==> config.mk <==
export PLATFORM = sky130hd
export DESIGN_NAME = tps_timer
export DESIGN_NICKNAME = d
export VERILOG_FILES = /design/src/verilog/tps_pkg.sv /design/src/verilog/tps_timer.sv
export VERILOG_INCLUDE_DIRS = /design/src /design/src/verilog
export SDC_FILE = /design/constraint.sdc
export NUM_CORES = 1
export LEC_CHECK = 0
export BUFFER_PORTS_ARGS = -buffer_cell sky130_fd_sc_hd__buf_4
export CAP_MARGIN = 20
export CORE_MARGIN = 2
export CORE_UTILIZATION = 49
export CTS_CLUSTER_SIZE = 8
export DETAILED_ROUTE_END_ITERATION = 8
export GPL_TIMING_DRIVEN = 0
export PLACE_DENSITY_LB_ADDON = 0.2
export SLEW_MARGIN = 30
export SYNTH_ARGS = -nofsm -noshare
export SYNTH_HDL_FRONTEND = slang
export SYNTH_SLANG_ARGS = --single-unit
export TNS_END_PERCENT = 30
==> constraint.sdc <==
create_clock -name clk_i -period 3.15 [get_ports clk_i]
set_clock_uncertainty 0.05 [all_clocks]
set_input_delay 0.4725 -clock clk_i [delete_from_list [all_inputs] [get_ports clk_i]]
set_output_delay 0.4725 -clock clk_i [all_outputs]
set_load 0.01 [all_outputs]
==> src/verilog/tps_defs.svh <==
`ifndef TPS_DEFS_SVH
`define TPS_DEFS_SVH
// register word offsets (byte addresses)
`define TPS_OFS_SC      8'h00
`define TPS_OFS_CNT     8'h04
`define TPS_OFS_MOD     8'h08
`define TPS_OFS_CH_BASE 8'h40
`define TPS_CH_STRIDE   8'h08
`define TPS_CH_VAL_OFS  8'h04
// status and control fields
`define TPS_SC_FLAG     7
`define TPS_SC_IE       6
`define TPS_SC_CENTER   5
`define TPS_SC_CLK_HI   4
`define TPS_SC_CLK_LO   3
`define TPS_SC_PS_HI    2
`define TPS_SC_PS_LO    0
// channel status fields
`define TPS_CH_FLAG     7
`define TPS_CH_IE       6
`define TPS_CH_MODE_HI  5
`define TPS_CH_MODE_LO  4
`define TPS_CH_EDGE_HI  3
`define TPS_CH_EDGE_LO  2
// reset values and counter limits
`define TPS_MOD_RESET   16'h0000
`define TPS_CNT_ZERO    16'h0000
`define TPS_CNT_MAX     16'hffff
`endif

==> src/verilog/tps_pkg.sv <==
package tps_pkg;
  typedef enum logic [1:0] {
    TPS_CLK_OFF,
    TPS_CLK_BUS,
    TPS_CLK_FIXED,
    TPS_CLK_EXT
  } tps_clk_src_type;

  typedef enum logic {
    TPS_DIR_UP,
    TPS_DIR_DOWN
  } tps_dir_type;

  // channel mode codes: 00 capture, 01 compare, 1x edge pwm
  typedef struct packed {
    logic       flag;
    logic       ie;
    logic [1:0] mode;
    logic [1:0] edge_sel;
  } tps_ch_ctrl_type;

  typedef struct packed {
    logic            flag;
    logic            ie;
    logic            center;
    tps_clk_src_type clk_src;
    logic [2:0]      ps;
  } tps_sc_type;
endpackage

==> src/verilog/tps_timer.sv <==
`timescale 1ns/1ps
`include "tps_defs.svh"
// Notes on behaviour
// (RL1) flag overflow when counter wraps after modulo
// (RL2) clear overflow flag: read set, write zero
// (RL3) overflow during clear restarts the sequence
// (RL4) writing one to overflow flag: no effect
// (RL5) irq when flag set and enable set
// (RL6) reset clears flag, enable, center select
// (RL7) center select forces up/down center pwm
// (RL8) two-bit clock select: off or source
// (RL9) external clock synchronised; fixed equals bus
// (RL10) three-bit prescale feeds the counter
// (RL11) prescale ratios one through 128
// (RL12) new prescale acts next clock cycle
// (RL13) at modulo: restart zero or count down
// (RL14) one modulo byte written suppresses overflow
// (RL15) modulo resets to zero, free running
// (RL16) a counter write selecting byte 0 or 1 resets the counter
// (RL17) debug mode freezes counter and latches; the code stops only counter and prescaler, capture edges still latch the count
// (RL18) software writes modulo after overflow
// (RL19) center overflow leaving modulus downward
// (RL20) capture edge select sets channel flag
// (RL21) compare match sets channel flag
// (RL22) edge pwm match sets channel flag
// (RL23) center pwm both matches set flag
// (RL24) channel flags use two-step clear
// (RL25) clock codes: off, bus, fixed, external
// (RL26) channel clear: read status, write zero
module tps_timer
  import tps_pkg::*;
#(
  parameter int N_CH = 2
) (
  input  wire logic            clk_i,
  input  wire logic            rst_i,
  input  wire logic            cyc_i,
  input  wire logic            stb_i,
  input  wire logic            we_i,
  input  wire logic [7:0]      adr_i,
  input  wire logic [3:0]      sel_i,
  input  wire logic [31:0]     dat_i,
  output logic      [31:0]     dat_o,
  output logic                 ack_o,
  input  wire logic            ext_clk_i,
  input  wire logic            debug_active_i,
  input  wire logic [N_CH-1:0] ch_pin_i,
  output logic      [N_CH-1:0] ch_pin_o,
  output logic                 overflow_irq_o,
  output logic      [N_CH-1:0] channel_irq_o
);

  ////////////////////////////////////////////////////////////////////////
  // helpers

  // divider mask for a prescale code: ratio is mask plus one
  function automatic logic [6:0] ps_mask(input logic [2:0] ps);
    ps_mask = 7'((8'h01 << ps) - 8'h01); // RL11
  endfunction

  function automatic logic is_ch(input logic [7:0] a);
    is_ch = (a >= `TPS_OFS_CH_BASE) &&
            (a < 8'(`TPS_OFS_CH_BASE + N_CH * `TPS_CH_STRIDE));
  endfunction

  function automatic int ch_idx(input logic [7:0] a);
    ch_idx = int'((a - `TPS_OFS_CH_BASE) / `TPS_CH_STRIDE);
  endfunction

  ////////////////////////////////////////////////////////////////////////
  // bus decode

  logic            ack_q;
  logic            req;
  logic            wr;
  logic            rd;
  logic [7:0]      wa;
  tps_sc_type      sc_q;
  logic            ovf_arm_q;
  logic [15:0]     cnt_q;
  logic [15:0]     mod_q;
  logic            mod_lo_pend_q;
  logic            mod_hi_pend_q;
  tps_dir_type     dir_q;
  logic [6:0]      pre_q;
  logic            irq_q;
  tps_ch_ctrl_type ch_ctrl_q [N_CH];
  logic [15:0]     ch_val_q  [N_CH];
  logic [N_CH-1:0] ch_arm_q;
  logic [N_CH-1:0] ch_s1_q;
  logic [N_CH-1:0] ch_s2_q;
  logic [N_CH-1:0] ch_s3_q;
  logic [N_CH-1:0] ch_out_q;
  logic [N_CH-1:0] ch_irq_q;
  logic [31:0]     dat_q;
  logic [2:0]      ext_q;

  assign req = cyc_i && stb_i && !ack_q;
  assign wr  = req && we_i;
  assign rd  = req && !we_i;
  assign wa  = {adr_i[7:2], 2'b00};

  // one wait state: ack follows the request by one edge
  always_ff @(posedge clk_i) begin
    if (rst_i) begin
      ack_q <= 1'b0;
    end else begin
      ack_q <= req;
    end
  end

  // read mux; unmapped words read as zero
  always_ff @(posedge clk_i) begin
    if (rst_i) begin
      dat_q <= 32'h0000_0000;
    end else if (rd) begin
      dat_q <= 32'h0000_0000;
      if (wa == `TPS_OFS_SC) begin
        dat_q[7:0] <= sc_q;
      end else if (wa == `TPS_OFS_CNT) begin
        dat_q[15:0] <= cnt_q;
      end else if (wa == `TPS_OFS_MOD) begin
        dat_q[15:0] <= mod_q;
      end else if (is_ch(wa)) begin
        if (wa[2:0] == `TPS_CH_VAL_OFS) begin
          dat_q[15:0] <= ch_val_q[ch_idx(wa)];
        end else begin
          dat_q[7:2] <= ch_ctrl_q[ch_idx(wa)];
        end
      end
    end
  end

  assign ack_o = ack_q;
  assign dat_o = dat_q;

  ////////////////////////////////////////////////////////////////////////
  // clock source and prescaler

  logic ext_edge;
  logic src_tick;
  logic tick;
  logic freeze;

  // external clock passes two flops; third stage only for edge detect
  always_ff @(posedge clk_i) begin
    if (rst_i) begin
      ext_q <= 3'h0;
    end else begin
      ext_q <= {ext_q[1:0], ext_clk_i}; // RL9
    end
  end
  assign ext_edge = ext_q[1] && !ext_q[2];
  assign freeze   = debug_active_i;

  // without a pll the fixed clock is the bus clock itself
  always_comb begin
    case (sc_q.clk_src) // RL8 RL25
      TPS_CLK_OFF:   src_tick = 1'b0;
      TPS_CLK_BUS:   src_tick = 1'b1;
      TPS_CLK_FIXED: src_tick = 1'b1; // RL9
      TPS_CLK_EXT:   src_tick = ext_edge;
      default:       src_tick = 1'b0;
    endcase
  end

  // mask read from live register bits so a new ratio acts next cycle
  assign tick = src_tick && !freeze &&
                ((pre_q & ps_mask(sc_q.ps)) == ps_mask(sc_q.ps)); // RL10 RL12

  always_ff @(posedge clk_i) begin
    if (rst_i) begin
      pre_q <= 7'h00;
    end else if (src_tick && !freeze) begin
      pre_q <= pre_q + 7'h01;
    end
  end

  ////////////////////////////////////////////////////////////////////////
  // counter

  logic        cnt_wr;
  logic [15:0] cnt_d;
  tps_dir_type dir_d;
  logic        wrap;
  logic        ovf_evt;

  assign cnt_wr = wr && (wa == `TPS_OFS_CNT) && (sel_i[1:0] != 2'b00);

  always_comb begin
    cnt_d = cnt_q + 16'h0001;
    dir_d = dir_q;
    wrap  = 1'b0;
    if (sc_q.center) begin
      if (dir_q == TPS_DIR_UP) begin
        if (cnt_q == mod_q) begin
          cnt_d = cnt_q - 16'h0001; // RL13 RL19
          dir_d = TPS_DIR_DOWN;
          wrap  = 1'b1;
        end
      end else if (cnt_q == `TPS_CNT_ZERO) begin
        dir_d = TPS_DIR_UP;
      end else begin
        cnt_d = cnt_q - 16'h0001;
      end
    end else begin
      dir_d = TPS_DIR_UP;
      if ((mod_q != `TPS_MOD_RESET && cnt_q == mod_q) ||
          cnt_q == `TPS_CNT_MAX) begin
        cnt_d = `TPS_CNT_ZERO; // RL1 RL13 RL15
        wrap  = 1'b1;
      end
    end
  end

  // coherency is trivial on a 32-bit read, so freezing the count is enough
  always_ff @(posedge clk_i) begin
    if (rst_i) begin
      cnt_q <= `TPS_CNT_ZERO;
      dir_q <= TPS_DIR_UP;
    end else if (cnt_wr) begin
      cnt_q <= `TPS_CNT_ZERO; // RL16
      dir_q <= TPS_DIR_UP;
    end else if (tick) begin
      cnt_q <= cnt_d; // RL17
      dir_q <= dir_d;
    end
  end

  assign ovf_evt = tick && wrap && !mod_lo_pend_q && !mod_hi_pend_q; // RL14

  ////////////////////////////////////////////////////////////////////////
  // modulo register with byte pairing

  logic mod_wr;
  assign mod_wr = wr && (wa == `TPS_OFS_MOD);

  always_ff @(posedge clk_i) begin
    if (rst_i) begin
      mod_q         <= `TPS_MOD_RESET; // RL15
      mod_lo_pend_q <= 1'b0;
      mod_hi_pend_q <= 1'b0;
    end else if (mod_wr) begin
      if (sel_i[0]) begin
        mod_q[7:0] <= dat_i[7:0];
      end
      if (sel_i[1]) begin
        mod_q[15:8] <= dat_i[15:8];
      end
      // a lone byte holds overflows off until its partner arrives; the
      // partner must clear both, or the pair would block forever
      mod_lo_pend_q <= sel_i[1] && !sel_i[0] && !mod_hi_pend_q; // RL14
      mod_hi_pend_q <= sel_i[0] && !sel_i[1] && !mod_lo_pend_q;
    end
  end

  ////////////////////////////////////////////////////////////////////////
  // status and control

  logic sc_wr;
  logic sc_rd;
  assign sc_wr = wr && (wa == `TPS_OFS_SC) && sel_i[0];
  assign sc_rd = rd && (wa == `TPS_OFS_SC);

  always_ff @(posedge clk_i) begin
    if (rst_i) begin
      sc_q <= '0; // RL6
    end else begin
      if (sc_wr) begin
        sc_q.ie      <= dat_i[`TPS_SC_IE];
        sc_q.center  <= dat_i[`TPS_SC_CENTER]; // RL7
        sc_q.clk_src <= tps_clk_src_type'(
                          dat_i[`TPS_SC_CLK_HI:`TPS_SC_CLK_LO]);
        sc_q.ps      <= dat_i[`TPS_SC_PS_HI:`TPS_SC_PS_LO];
      end
      // set wins over the clear; writing one leaves the flag alone
      if (ovf_evt) begin
        sc_q.flag <= 1'b1; // RL1
      end else if (sc_wr && !dat_i[`TPS_SC_FLAG] && ovf_arm_q) begin
        sc_q.flag <= 1'b0; // RL2 RL4
      end
    end
  end

  // arming: a read while set; a new overflow restarts the sequence
  always_ff @(posedge clk_i) begin
    if (rst_i) begin
      ovf_arm_q <= 1'b0;
    end else if (ovf_evt) begin
      ovf_arm_q <= 1'b0; // RL3
    end else if (sc_rd && sc_q.flag) begin
      ovf_arm_q <= 1'b1; // RL2
    end else if (sc_wr) begin
      ovf_arm_q <= 1'b0;
    end
  end

  always_ff @(posedge clk_i) begin
    if (rst_i) begin
      irq_q <= 1'b0;
    end else begin
      irq_q <= sc_q.flag && sc_q.ie; // RL5
    end
  end
  assign overflow_irq_o = irq_q;

  ////////////////////////////////////////////////////////////////////////
  // channels

  logic [N_CH-1:0] ch_evt;
  logic [N_CH-1:0] ch_match;
  logic [N_CH-1:0] ch_edge;

  // pins pass two flops before the edge detector reads stage two
  always_ff @(posedge clk_i) begin
    if (rst_i) begin
      ch_s1_q <= '0;
      ch_s2_q <= '0;
      ch_s3_q <= '0;
    end else begin
      ch_s1_q <= ch_pin_i;
      ch_s2_q <= ch_s1_q;
      ch_s3_q <= ch_s2_q;
    end
  end

  always_comb begin
    for (int i = 0; i < N_CH; i++) begin
      ch_match[i] = tick && (cnt_q == ch_val_q[i]);
      case (ch_ctrl_q[i].edge_sel)
        2'b01:   ch_edge[i] = ch_s2_q[i] && !ch_s3_q[i];
        2'b10:   ch_edge[i] = !ch_s2_q[i] && ch_s3_q[i];
        2'b11:   ch_edge[i] = ch_s2_q[i] != ch_s3_q[i];
        default: ch_edge[i] = 1'b0;
      endcase
      if (sc_q.center) begin
        ch_evt[i] = ch_match[i]; // RL23
      end else if (ch_ctrl_q[i].mode == 2'b00) begin
        ch_evt[i] = ch_edge[i]; // RL20
      end else begin
        ch_evt[i] = ch_match[i]; // RL21 RL22
      end
    end
  end

  // channel control, value, flags and two-step clear
  always_ff @(posedge clk_i) begin
    if (rst_i) begin
      for (int i = 0; i < N_CH; i++) begin
        ch_ctrl_q[i] <= '0;
        ch_val_q[i]  <= 16'h0000;
      end
      ch_arm_q <= '0;
    end else begin
      for (int i = 0; i < N_CH; i++) begin
        if (wr && is_ch(wa) && ch_idx(wa) == i) begin
          if (wa[2:0] == `TPS_CH_VAL_OFS) begin
            if (sel_i[0]) begin
              ch_val_q[i][7:0] <= dat_i[7:0];
            end
            if (sel_i[1]) begin
              ch_val_q[i][15:8] <= dat_i[15:8];
            end
          end else if (sel_i[0]) begin
            ch_ctrl_q[i].ie       <= dat_i[`TPS_CH_IE];
            ch_ctrl_q[i].mode     <= dat_i[`TPS_CH_MODE_HI:`TPS_CH_MODE_LO];
            ch_ctrl_q[i].edge_sel <= dat_i[`TPS_CH_EDGE_HI:`TPS_CH_EDGE_LO];
            if (!dat_i[`TPS_CH_FLAG] && ch_arm_q[i] && !ch_evt[i]) begin
              ch_ctrl_q[i].flag <= 1'b0; // RL24 RL26
            end
            ch_arm_q[i] <= 1'b0;
          end
        end
        if (rd && is_ch(wa) && ch_idx(wa) == i &&
            wa[2:0] != `TPS_CH_VAL_OFS && ch_ctrl_q[i].flag) begin
          ch_arm_q[i] <= 1'b1; // RL26
        end
        if (ch_evt[i]) begin
          ch_ctrl_q[i].flag <= 1'b1;
          ch_arm_q[i]       <= 1'b0;
          if (!sc_q.center && ch_ctrl_q[i].mode == 2'b00) begin
            ch_val_q[i] <= cnt_q;
          end
        end
      end
    end
  end

  // pin drive: compare action, edge pwm, center pwm toggle at matches
  always_ff @(posedge clk_i) begin
    if (rst_i) begin
      ch_out_q <= '0;
      ch_irq_q <= '0;
    end else begin
      for (int i = 0; i < N_CH; i++) begin
        ch_irq_q[i] <= ch_ctrl_q[i].flag && ch_ctrl_q[i].ie;
        if (sc_q.center) begin
          if (ch_match[i]) begin
            ch_out_q[i] <= (dir_q == TPS_DIR_DOWN) ^
                           ch_ctrl_q[i].edge_sel[0];
          end
        end else if (ch_ctrl_q[i].mode[1]) begin
          if (ch_match[i]) begin
            ch_out_q[i] <= ch_ctrl_q[i].edge_sel[0];
          end else if (tick && wrap) begin
            ch_out_q[i] <= !ch_ctrl_q[i].edge_sel[0];
          end
        end else if (ch_ctrl_q[i].mode == 2'b01 && ch_match[i]) begin
          case (ch_ctrl_q[i].edge_sel)
            2'b01:   ch_out_q[i] <= !ch_out_q[i];
            2'b10:   ch_out_q[i] <= 1'b0;
            2'b11:   ch_out_q[i] <= 1'b1;
            default: ch_out_q[i] <= ch_out_q[i];
          endcase
        end
      end
    end
  end
  assign ch_pin_o      = ch_out_q;
  assign channel_irq_o = ch_irq_q;

  ////////////////////////////////////////////////////////////////////////
  // assertions

  ovf_set_a: assert property (@(posedge clk_i) disable iff (rst_i) // RL1
    ovf_evt |=> sc_q.flag)
    else $error("overflow did not set the flag");

  flag_hold_a: assert property (@(posedge clk_i) disable iff (rst_i) // RL4
    sc_q.flag && !(sc_wr && !dat_i[`TPS_SC_FLAG] && ovf_arm_q)
      |=> sc_q.flag)
    else $error("overflow flag cleared without the sequence");

  clear_arm_a: assert property (@(posedge clk_i) disable iff (rst_i) // RL2
    $fell(sc_q.flag) |-> $past(ovf_arm_q) && !$past(ovf_evt))
    else $error("overflow flag fell while not armed");

  restart_seq_a: assert property (@(posedge clk_i) disable iff (rst_i) // RL3
    ovf_evt |=> !ovf_arm_q ##1 (sc_q.flag || ovf_evt))
    else $error("clear sequence not restarted by overflow");

  irq_follow_a: assert property (@(posedge clk_i) disable iff (rst_i) // RL5
    ##1 overflow_irq_o == ($past(sc_q.flag) && $past(sc_q.ie)))
    else $error("overflow request does not follow flag and enable");

  mod_hold_a: assert property (@(posedge clk_i) disable iff (rst_i) // RL14
    (mod_lo_pend_q || mod_hi_pend_q) && !sc_q.flag |=> !sc_q.flag)
    else $error("overflow flagged during half written modulo");

  cnt_clear_a: assert property (@(posedge clk_i) disable iff (rst_i) // RL16
    cnt_wr |=> cnt_q == `TPS_CNT_ZERO)
    else $error("counter write did not clear the counter");

  freeze_a: assert property (@(posedge clk_i) disable iff (rst_i) // RL17
    debug_active_i && !cnt_wr |=> $stable(cnt_q))
    else $error("counter moved while debug mode active");

  center_turn_a: assert property (@(posedge clk_i) disable iff (rst_i) // RL19
    sc_q.center && tick && dir_q == TPS_DIR_UP && cnt_q == mod_q
      && !cnt_wr |=> dir_q == TPS_DIR_DOWN &&
      cnt_q == $past(mod_q) - 16'h0001)
    else $error("center count did not turn down at modulus");

  pre_div_a: assert property (@(posedge clk_i) disable iff (rst_i) // RL10
    tick && sc_q.ps != 3'h0 && !sc_wr |=> !tick)
    else $error("counter stepped twice within one prescale period");

  ch_flag_a: assert property (@(posedge clk_i) disable iff (rst_i) // RL21
    ch_evt[0] |=> ch_ctrl_q[0].flag)
    else $error("channel event did not set channel flag");

endmodule

==> metrics.md, run 1 <==
| Metric | Value |
|---|---|
| Status | complete, but fails checks |
| Failing checks | design-rule violations |
| FF-to-FF End | ovf_arm_q |
| Critical Path Stages | 9 |
| Hold WC Path Type | input pin to flop |
| Final Net Count | just under 1000 |
| Vias in the first global route | ~6400 |
| Cts bufs inserted | 17 |
| Post-synth EDFFs | 44 |
| Die H | about 130 um |
| Die width | 127 um |
| Clock Pin Slew Worst Setup and Hold Paths | ~0.060 ns |
| CTS sink count | ~130 |
| Hold Slack | ~0.20 ns |
| Nature of the critical path startpoint | flop |
| Critical path arrival | 3.25 ns |
| Top Family by Delay on Critical Path | simple AND/OR/NAND/NOR gates |
| WL/cell | 21.8 um |
| Post-layout power | just over 4 mW |
| Switching part of the total | 0.248 |
| Seq pwr share | 0.431 |
| Initial Util | 0.497 |
| Detailed placement HPWL | between 15000 and 20000 um |
| Port bufs | 53 |
| Initial antenna violation count | 0 |
| Crit path max fanout | 9 |
| Total I/O pin count | 91 |
| Seq/Total Area, Yosys | 0.402 |
| CTS tree | yes |
| Final Instance Count excl. Fillers | about 1100 |
| Slew HR | 0.372 |
| Commonest register cell after synthesis | dfxtp_1 |
| Average cell area after synthesis | roughly 8.9 sq um |
| Setup violators final | 0 |
| Area of the mapped netlist | 7470 sq um |
| YS warnings | 0 |
| WS Path Type | flop to flop |
| CP peak stage delay | ~0.5 ns |
| Critical Path RT | 3.43 ns |
| RD Place Congestion | 0.970 |
| Internal power | around 3.1 mW |
| Share of cells above drive strength 1 | 0.170 |
| Critical path launch point | cnt_q[0] |
| Buf+Inv Stages, Crit Path | 1 |
| Synth-to-layout area growth | 17.4% |
| GRT overflow | 0 |
| Final Slew Violations | 0 |
| Final WL | 24600 um |
| Root buf cell | clkbuf_16 |
| DRC | 1 |
| FF-to-FF path depth | 9 |
| CP endpoint kind | flop |
| Via/cell ratio | 6.28 |
| Total track usage | 0.306 |
| Routed Antenna Nets | 0 |
| PD cells | 472 nW/um^2 |
| R2R setup slack | approximately 0.18 ns |
| Period utilization | 0.943 |
| Core ar. | about 15000 sq um |
| Final Hold Vio Count | 0 |
| Top cells by area, synth | dfxtp_1, edfxtp_1, xnor2_1, nand2_1, o21ai_0 |
| First-pass GRT wire length | around 38000 um |
| DR vias | 7074 |
| Fmax | between 300 and 400 MHz |
| Top-area cell type share of the netlist area | 0.225 |
| Most frequent cells after synthesis | dfxtp_1, nand2_1, nor2_1, xnor2_1, o21ai_0 |
| Comb pwr share | 0.081 |
| Clock Path Buffers | 2 |
| Switching pwr | around 1.0 mW |
| Row count | 45 |
| R2r startpoint | cnt_q[0] |
| Post-CTS Setup Repair Bufs | 0 |
| Unique masters post-synth | between 60 and 70 |
| Syn Inst Count | 838 |
| Crit path capture | ovf_arm_q |
| Placed Cells | around 1100 |
| Clock share of power | 0.489 |
| ANT cells | 0 |
| Most common cell in the netlist | dfxtp_1 |
| Drt first-iter violations | around 1100 |
| FILL cells | roughly 1400 |
| LEAKAGE | between 3 and 4 nW |
| Largest net degree at the start of global routing | 17 |
| Tmin final | ~3.0 ns |
| Crit-path most repeated cell | and3_1 |
| Max Cap Viol | 0 |
| Biggest area consumer among synthesized cells | dfxtp_1 |
| Clock Latency Late Sink | approximately 0.43 ns |
| H-tree depth | 4 |
| Drt pass-1 iters | 9 |
| Crit-path slowest cell | dfxtp_1 |
| Cell Chain, Critical Path | ha_1 -> and3_1 -> nand4_1 -> nor4_1 -> a31o_1 -> buf_6 -> a31oi_1 -> or4_1 -> and3_1 |
| DIE AREA | ~16000 sq um |
| RSZ-0062 raised after global routing | no |
| Asr flop ratio synth | 0 |
| Worst VDD drop | roughly 0.00044 V |
| Yosys reg bits | ~130 |
| Worst-Margin Slew | 0.935 ns |
-- power groups by stage --
stage	sequential, mW	clock [mW]	combinational [mW]
finish	1.78	2.02	0.334
global route	1.79	2.10	0.356
CTS	1.78	2.02	0.326
detailed placement	1.82	0	0.324
global placement	1.82	0	0.321
floorplan	1.81	0	0.190
-- worst min path at each step --
stage / from / endpoint / slack, ns / cells after the start
after floorplan: ch_s1_q[0] / ch_s2_q[0] / 0.36 / 1
after global placement: ext_q[0] / ext_q[1] / 0.37 / 1
after detailed placement: ch_s1_q[0] / ch_s2_q[0] / 0.38 / 1
after CTS: ch_pin_i[1] / ch_s1_q[1] / 0.20 / 2
after global routing: ext_clk_i / ext_q[0] / 0.21 / 2
final: ext_clk_i / ext_q[0] / 0.20 / 2
-- state kept, by name, indices dropped and copies added (netlist names), 3 cells and up --
| name | flops |
|---|---|
| ch_ctrl_q | 12 |
| ch_val_q | 32 |
| cnt_q | 16 |
| dat_o | 16 |
| ext_q | 3 |
| mod_q | 16 |
| pre_q | 7 |
| sc_q | 8 |
-- cell type report --
class	count	area, sq um	area share
Sequential cell	128	3000	0.342
Clock buffer	20	467	0.0532
Multi-Input combinational cell	621	4030	0.459
Timing Repair Buffer	53	398	0.0454
Clock inverter	12	130	0.0148
Inverter	25	93.8	0.0107
Buffer	79	417	0.0475
Tap cell	188	235	0.0268
-- logic make-up after synthesis --
| kind of cell | after synthesis | share of synthesized area |
|---|---|---|
| simple gates | 312 | 0.210 |
| compound gates | 190 | 0.175 |
| flops | 128 | 0.402 |
| buf+inv | 104 | 0.0682 |
| xor+xnor | 63 | 0.0749 |
| mux | 28 | 0.0492 |
| fa+ha+maj | 12 | 0.0201 |
| other cells | 1 | 0.000502 |
-- worst reg2reg max path: stages (launching register included) --
cell     delay (ns)
dfxtp_1        0.50
ha_1           0.24
and3_1         0.24
nand4_1        0.40
nor4_1         0.38
a31o_1         0.16
buf_6          0.14
a31oi_1        0.07
or4_1          0.50
and3_1         0.19
-- routing by layer --
layer  GRT usage  share of wire
met5           0              0
met4       0.100          0.026
met3      0.0620           0.11
met2       0.477           0.45
met1       0.428           0.41
-- cells in the final DEF, fill, tap and decap left out, types with 5 or more instances in the layout --
cell        n
and2_1     10
nand3_1    42
mux2i_1    12
buf_4      71
a211oi_1   18
nand4_1    20
mux4_2      6
nand3b_1    5
o21ai_1     5
xor2_1      8
o21ai_0    43
a22o_1     16
a21oi_1    36
nor2b_1    15
conb_1     16
or3_1       5
inv_1      25
nor2_1     63
o31ai_1     5
nor4_1     12
ha_1       12
a31oi_1    10
a222oi_1   17
and3_1     14
mux2_2     10
buf_1       5
nand2_1    78
xnor2_1    54
dfxtp_1    84
nand2b_1    5
edfxtp_1   44
clkbuf_1   34
or2_2       5
clkbuf_16  17
nor3_1     22
buf_2      17
-- through the flow --
step	area [sq um]	utilization	TNS (ns)	worst slack, ns
after detailed placement	8160	0.543	-2.26	-0.241
final	8770	0.583	0	0.179
after global routing	8770	0.583	0	0.0705
after global placement	8160	0.543	-2.69	-0.172
after floorplan	7530	-	0	0.568
after CTS	8760	0.583	0	0.105
-- what timing repair did --
item                                   CTS  global route
resized for setup                        0             3
endpoints found under the hold margin    0             0
setup endpoints to repair                0            17
hold buffers                             0             0
Power figures use the tool's default switching activity.
==> inputs of run 2 (changes only) <==
--- a/config.mk
+++ b/config.mk
@@ -14,6 +14,7 @@
 export DETAILED_ROUTE_END_ITERATION = 8
 export GPL_TIMING_DRIVEN = 0
 export PLACE_DENSITY_LB_ADDON = 0.2
+export SETUP_SLACK_MARGIN = 0.4
 export SLEW_MARGIN = 30
 export SYNTH_ARGS = -nofsm -noshare
 export SYNTH_HDL_FRONTEND = slang
==> run 2 against run 1 <==
The run still ends with design-rule violations left. Core utilization up 0.70 points. Count of clock-buffer cells in the layout unchanged. Power up 0.14%. Maximum frequency is 7.6% higher.
==> metrics.md, run 2 (synthesis gave the netlist of run 1 again) <==
| Metric | Value |
|---|---|
| DIE AREA | 16200 sq um (unchanged) |
| Via/cell ratio | 6.30 (was 6.28) |
| Synth-to-layout area growth | 18.8% (was 17.4%) |
| FF-to-FF path depth | 9 (unchanged) |
| Fmax | 362 MHz (was 337 MHz) |
| Detailed placement HPWL | 17900 um (unchanged) |
| Switching pwr | 1.03 mW (about the same) |
| Cts bufs inserted | 17 (unchanged) |
| DRC | 1 (unchanged) |
| Internal power | 3.11 mW (about the same) |
| Die H | 127 um (unchanged) |
| Design area | 8870 sq um (was 8770 sq um) |
| Root buf cell | clkbuf_16 (unchanged) |
| WS Path Type | flop to flop (unchanged) |
| R2r startpoint | cnt_q[14] (was cnt_q[0]) |
| Crit path capture | ovf_arm_q (unchanged) |
| Initial Util | 0.497 (unchanged) |
| Largest net degree at the start of global routing | 17 (unchanged) |
| Setup ws final | 0.389 ns (was 0.179 ns) |
| Period utilization | 0.876 (was 0.943) |
| Switching part of the total | 0.249 (was 0.248) |
| Setup TNS Final | 0 ns (unchanged) |
| Clock share of power | 0.488 (was 0.489) |
| Routed Antenna Nets | 0 (unchanged) |
| Vias in the first global route | 6429 (was 6428) |
| Final Hold Vio Count | 0 (unchanged) |
| Critical Path Stages | 9 (unchanged) |
| Total track usage | 0.306 (about the same) |
| Largest register FFs | 32 (unchanged) |
| Final Net Count | 993 (was 990) |
| RD Place Congestion | 0.970 (unchanged) |
| Share of cells above drive strength 1 | 0.191 (was 0.170) |
| GRT overflow | 0 (unchanged) |
| Hold WC Path Type | input pin to flop (unchanged) |
| Setup violators final | 0 (unchanged) |
| Top Family by Delay on Critical Path | simple AND/OR/NAND/NOR gates (unchanged) |
| Hold Slack | 0.205 ns (was 0.203 ns) |
| Worst-Margin Slew | 0.915 ns (was 0.935 ns) |
| Commonest non-fill, non-tap cells in the layout | dfxtp_1, nand2_1, buf_4 (unchanged) |
| Initial antenna violation count | 0 (unchanged) |
| Nature of the critical path startpoint | flop (unchanged) |
| CP peak stage delay | 0.52 ns (was 0.50 ns) |
| Buf+Inv Stages, Crit Path | 2 (was 1) |
| Tmin final | 2.76 ns (was 2.97 ns) |
| Crit path max fanout | 10 (was 9) |
| Crit-path slowest cell | nor4_4 (was dfxtp_1) |
| Clock Latency Late Sink | 0.43 ns (about the same) |
| ANT cells | 0 (unchanged) |
| Core ar. | 15000 sq um (unchanged) |
| Placed Cells | 1094 (unchanged) |
| Drt pass-1 iters | 9 (unchanged) |
| Worst VDD drop | 0.000437 V (was 0.000436 V) |
| Worst hold path startpoint | ext_clk_i (unchanged) |
| Comb pwr share | 0.081 (about the same) |
| CTS tree | yes (unchanged) |
| Final Slew Violations | 0 (unchanged) |
| Reg with most FFs | ch_val_q (unchanged) |
| RSZ-0062 raised after global routing | yes (was no) |
| Most common cell after layout, fill and taps aside | dfxtp_1 (unchanged) |
| Critical path launch point | cnt_q[14] (was cnt_q[0]) |
| Row count | 45 (unchanged) |
| Dpl cell area | 8160 sq um (unchanged) |
| R2R setup slack | 0.39 ns (was 0.18 ns) |
| Total I/O pin count | 91 (unchanged) |
| DR vias | 7111 (was 7074) |
| First-pass GRT wire length | 37700 um (about the same) |
| Drt first-iter violations | 1050 (was 1057) |
| Critical Path RT | 3.43 ns (about the same) |
| LEAKAGE | 3.34 nW (was 3.30 nW) |
| Clock Pin Slew Worst Setup and Hold Paths | 0.06 ns (about the same) |
| H-tree depth | 4 (unchanged) |
| CTS sink count | 128 (unchanged) |
| Clock Path Buffers | 2 (unchanged) |
| Max Cap Viol | 0 (unchanged) |
| CP endpoint kind | flop (unchanged) |
| PD cells | 467 nW/um^2 (was 472 nW/um^2) |
| Final WL | 24600 um (about the same) |
| FF-to-FF End | ovf_arm_q (unchanged) |
| Final Instance Count excl. Fillers | 1129 (was 1126) |
| Seq pwr share | 0.430 (was 0.431) |
| Critical path arrival | 3.04 ns (was 3.25 ns) |
| FILL cells | 1345 (was 1363) |
| Cell Chain, Critical Path | buf_4 -> xnor2_1 -> nand4_1 -> nor4_4 -> a31o_1 -> buf_6 -> a31oi_1 -> or4_1 -> and3_1 (was ha_1 -> and3_1 -> nand4_1 -> nor4_1 -> a31o_1 -> buf_6 -> a31oi_1 -> or4_1 -> and3_1) |
| Final core occ | 0.590 (was 0.583) |
| Failing checks | design-rule violations (unchanged) |
| Slew HR | 0.386 (was 0.372) |
| WL/cell | 21.8 um (about the same) |
| Status | complete, but fails checks (unchanged) |
| Post-placement setup slack | -0.241 ns (unchanged) |
| Die width | 127 um (unchanged) |
| Port bufs | 53 (unchanged) |
| Post-layout power | 4.15 mW (was 4.14 mW) |
run 2: cell types whose count changed in the layout (fill, tap and decap cells not counted), moves of 3 or more:
cell	previous run	this run
buf_4	71	74
clkbuf_1	34	29
clkbuf_2	1	5
clkbuf_4	0	3
dfxtp_1	84	81
dfxtp_2	0	3
run 2: final cells by class:
class,count,area [sq um],area share
buffer,79,432,0.0486
clock buffer,20,467,0.0526
clock inverter,12,130,0.0147
inverter,25,93.8,0.0106
multi-input combinational,621,4090,0.461
sequential,128,3010,0.339
tap,188,235,0.0265
timing repair buffer,56,420,0.0474
run 2: power groups by stage:
stage | combinational [mW] | clock [mW] | sequential, mW
floorplan | 0.190 | 0 | 1.81
global placement | 0.321 | 0 | 1.82
detailed placement | 0.324 | 0 | 1.82
CTS | 0.327 | 2.02 | 1.78
global route | 0.360 | 2.10 | 1.79
finish | 0.338 | 2.02 | 1.78
run 2: metal layers:
metal | global-route usage | routed length (um) | vias to the layer above
met3 | 0.0607 | 2550 | 73
met1 | 0.428 | 10300 | 3357
met4 | 0.0983 | 786 | 0
li1 | - | - | 3220
met2 | 0.479 | 11000 | 461
met5 | 0 | 0 | -
run 2: worst min path at each step:
stage	slack, ns	endpoint	depth (start not counted)
final	0.21	ext_q[0]	2
after global routing	0.21	ext_q[0]	2
after CTS	0.20	ch_s1_q[1]	2
after detailed placement	0.38	ch_s2_q[0]	1
after global placement	0.37	ext_q[1]	1
after floorplan	0.36	ch_s2_q[0]	1
run 2: what timing repair did:
action / 4_1_cts / 5_1_grt
gates cloned: 0 / 0
hold buffers: 0 / 0
setup endpoints to repair: 34 / 68
gates resized for setup: 5 / 27
pin swaps: 1 / 1
setup buffers: 1 / 2
==> inputs of run 3 (changes only) <==
--- a/config.mk
+++ b/config.mk
@@ -6,12 +6,12 @@
 export SDC_FILE = /design/constraint.sdc
 export NUM_CORES = 1
 export LEC_CHECK = 0
-export BUFFER_PORTS_ARGS = -buffer_cell sky130_fd_sc_hd__buf_4
 export CAP_MARGIN = 20
 export CORE_MARGIN = 2
 export CORE_UTILIZATION = 49
 export CTS_CLUSTER_SIZE = 8
 export DETAILED_ROUTE_END_ITERATION = 8
+export DONT_BUFFER_PORTS = 1
 export GPL_TIMING_DRIVEN = 0
 export PLACE_DENSITY_LB_ADDON = 0.2
 export SETUP_SLACK_MARGIN = 0.4
==> run 3 against run 2 <==
The flow now finishes without violations. Cell count down 4.4%. Hold slack worse by 0.083 ns. First-iteration DRC count up 1.3%. Core utilization down 2.3 points. Global-route usage up 0.29 points. Critical endpoint is now cnt_q[12]. Power down 0.59%. Clock power up 2%. Via count down 1.4%. Maximum frequency down 1.6%. Sequential share of layout area up 1.4 points. Largest cell class unchanged.
==> metrics.md, run 3 (synthesis gave the netlist of run 1 again) <==
| Metric | Value |
|---|---|
| Status | finished clean (was complete, but fails checks) |
| CTS tree | yes (unchanged) |
| WS Path Type | input pin to flop (was flop to flop) |
| Row count | 45 (unchanged) |
| Commonest non-fill, non-tap cells in the layout | dfxtp_1, nand2_1, nor2_1 (was dfxtp_1, nand2_1, buf_4) |
| Root buf cell | clkbuf_16 (unchanged) |
| Design area | 8520 sq um (was 8870 sq um) |
| Final Instance Count excl. Fillers | 1079 (was 1129) |
| CP endpoint kind | flop (unchanged) |
| Most common cell after layout, fill and taps aside | dfxtp_1 (unchanged) |
| Period utilization | 0.890 (was 0.876) |
| Hold depth | 1 (was 2) |
| Final Net Count | 942 (was 993) |
| Clock Pin Slew Worst Setup and Hold Paths | 0.06 ns (about the same) |
| Seq pwr share | 0.434 (was 0.430) |
| Initial antenna violation count | 0 (unchanged) |
| Synth-to-layout area growth | 14.1% (was 18.8%) |
| Final WL | 25200 um (was 24600 um) |
| Comb pwr share | 0.065 (was 0.081) |
| Hold WC Path Type | input pin to flop (unchanged) |
| RD Place Congestion | 1.01 (was 0.970) |
| DR vias | 7012 (was 7111) |
| Critical path arrival | 3.05 ns (was 3.04 ns) |
| Port bufs | 0 (was 53) |
| Share of cells above drive strength 1 | 0.142 (was 0.191) |
| Dpl cell area | 7760 sq um (was 8160 sq um) |
| Via/cell ratio | 6.50 (was 6.30) |
| Total track usage | 0.309 (was 0.306) |
| WL/cell | 23.3 um (was 21.8 um) |
| Worst VDD drop | 0.000406 V (was 0.000437 V) |
| PD cells | 483 nW/um^2 (was 467 nW/um^2) |
| Tmin final | 2.80 ns (was 2.76 ns) |
| Vias in the first global route | 6434 (was 6429) |
| Largest register FFs | 32 (unchanged) |
| CTS sink count | 128 (unchanged) |
| DRC | 0 (was 1) |
| Die width | 127 um (unchanged) |
| Final Hold Vio Count | 0 (unchanged) |
| RSZ-0062 raised after global routing | yes (unchanged) |
| Max Cap Viol | 0 (unchanged) |
| Hold_buf cts | 0 (unchanged) |
| Reg with most FFs | ch_val_q (unchanged) |
| Drt first-iter violations | 1064 (was 1050) |
| Clock Path Buffers | 2 (unchanged) |
| Nature of the critical path startpoint | input pin (was flop) |
| Initial Util | 0.497 (unchanged) |
| LEAKAGE | 3.10 nW (was 3.34 nW) |
| H-tree depth | 4 (unchanged) |
| Post-layout power | 4.12 mW (was 4.15 mW) |
| Worst-Margin Slew | 0.887 ns (was 0.915 ns) |
| Clock share of power | 0.500 (was 0.488) |
| Slew HR | 0.405 (was 0.386) |
| Setup violators final | 0 (unchanged) |
| Cts bufs inserted | 17 (unchanged) |
| Crit path max fanout | 10 (unchanged) |
| Largest net degree at the start of global routing | 17 (unchanged) |
| Setup TNS Final | 0 ns (unchanged) |
| Core ar. | 15000 sq um (unchanged) |
| Final Slew Violations | 0 (unchanged) |
| Placed Cells | 1041 (was 1094) |
| Switching part of the total | 0.239 (was 0.249) |
| Clock Latency Late Sink | 0.43 ns (about the same) |
| Routed Antenna Nets | 0 (unchanged) |
| DIE AREA | 16200 sq um (unchanged) |
| GRT overflow | 0 (unchanged) |
| Hold Slack | 0.122 ns (was 0.205 ns) |
| Critical Path RT | 3.39 ns (was 3.43 ns) |
| Total I/O pin count | 91 (unchanged) |
| First-pass GRT wire length | 37600 um (was 37700 um) |
| Internal power | 3.13 mW (was 3.11 mW) |
| Drt pass-1 iters | 6 (was 9) |
| FF-to-FF path depth | 9 (unchanged) |
| Detailed placement HPWL | 18600 um (was 17900 um) |
| Fmax | 357 MHz (was 362 MHz) |
| Die H | 127 um (unchanged) |
| Switching pwr | 986 uW (was 1.03 mW) |
==> run 3: cell types whose count changed in the layout (fill, tap and decap cells not counted), sizes merged <==
cell / previous run / this run
clkinv: 4 / 6
buf: 98 / 48
clkinvlp: 2 / 1
inv: 29 / 27
diode: 0 / 1
==> run 3: metrics by stage <==
step	setup WS [ns]	util
6_report	0.345	0.567
5_1_grt	0.336	0.567
4_1_cts	0.329	0.559
3_5_place_dp	-0.181	0.516
3_3_place_gp	-0.148	0.516
2_1_floorplan	0.568	-
==> run 3: power groups by stage <==
stage | Sequential (mW) | Clock [mW] | Combinational, mW
global placement | 1.82 | 0 | 0.244
finish | 1.79 | 2.06 | 0.269
CTS | 1.79 | 2.07 | 0.251
floorplan | 1.81 | 0 | 0.190
detailed placement | 1.82 | 0 | 0.249
global route | 1.79 | 2.14 | 0.288
==> run 3: cell type report <==
| type | count | area (sq um) |
|---|---|---|
| well taps | 188 | 235 |
| diodes | 1 | 2.50 |
| clock buffers | 21 | 493 |
| plain buffers | 79 | 430 |
| multi-input cells | 621 | 4100 |
| fillers | 1359 | 6510 |
| inverters | 25 | 93.8 |
| clock inverters | 11 | 125 |
| repair buffers | 5 | 37.5 |
| flip-flops and latches | 128 | 3010 |
==> run 3: per-layer routing <==
layer,GRT usage,share of wire
met4,0.125,0.036
met5,0,0
met2,0.479,0.46
met1,0.409,0.40
met3,0.0867,0.11
==> run 3: worst max-delay path, stage by stage <==
cell and delay (ns):
inv_1 0.06, ha_1 0.21, nor2b_1 0.21, and3_1 0.17, clkbuf_1 0.41, o21ai_0 0.26
o21ai_1 0.57, clkbuf_1 0.55, nor2_1 0.12
==> run 3: repair_timing <==
action                                  4_1_cts  5_1_grt
setup buffers                                 1        4
resized for setup                             5       27
endpoints found under the hold margin         0        0
endpoints found under the setup margin       38       85
pin swaps                                     1        1
==> run 3: final timing paths <==
path | from | slack [ns] | end
worst max register to register | sc_q[3] | 0.48 | cnt_q[5]
worst max-delay path | adr_i[7] | 0.35 | cnt_q[12]
worst min-delay path | ch_pin_i[0] | 0.12 | ch_s1_q[0]
worst min register to register | ch_s1_q[0] | 0.39 | ch_s2_q[0]
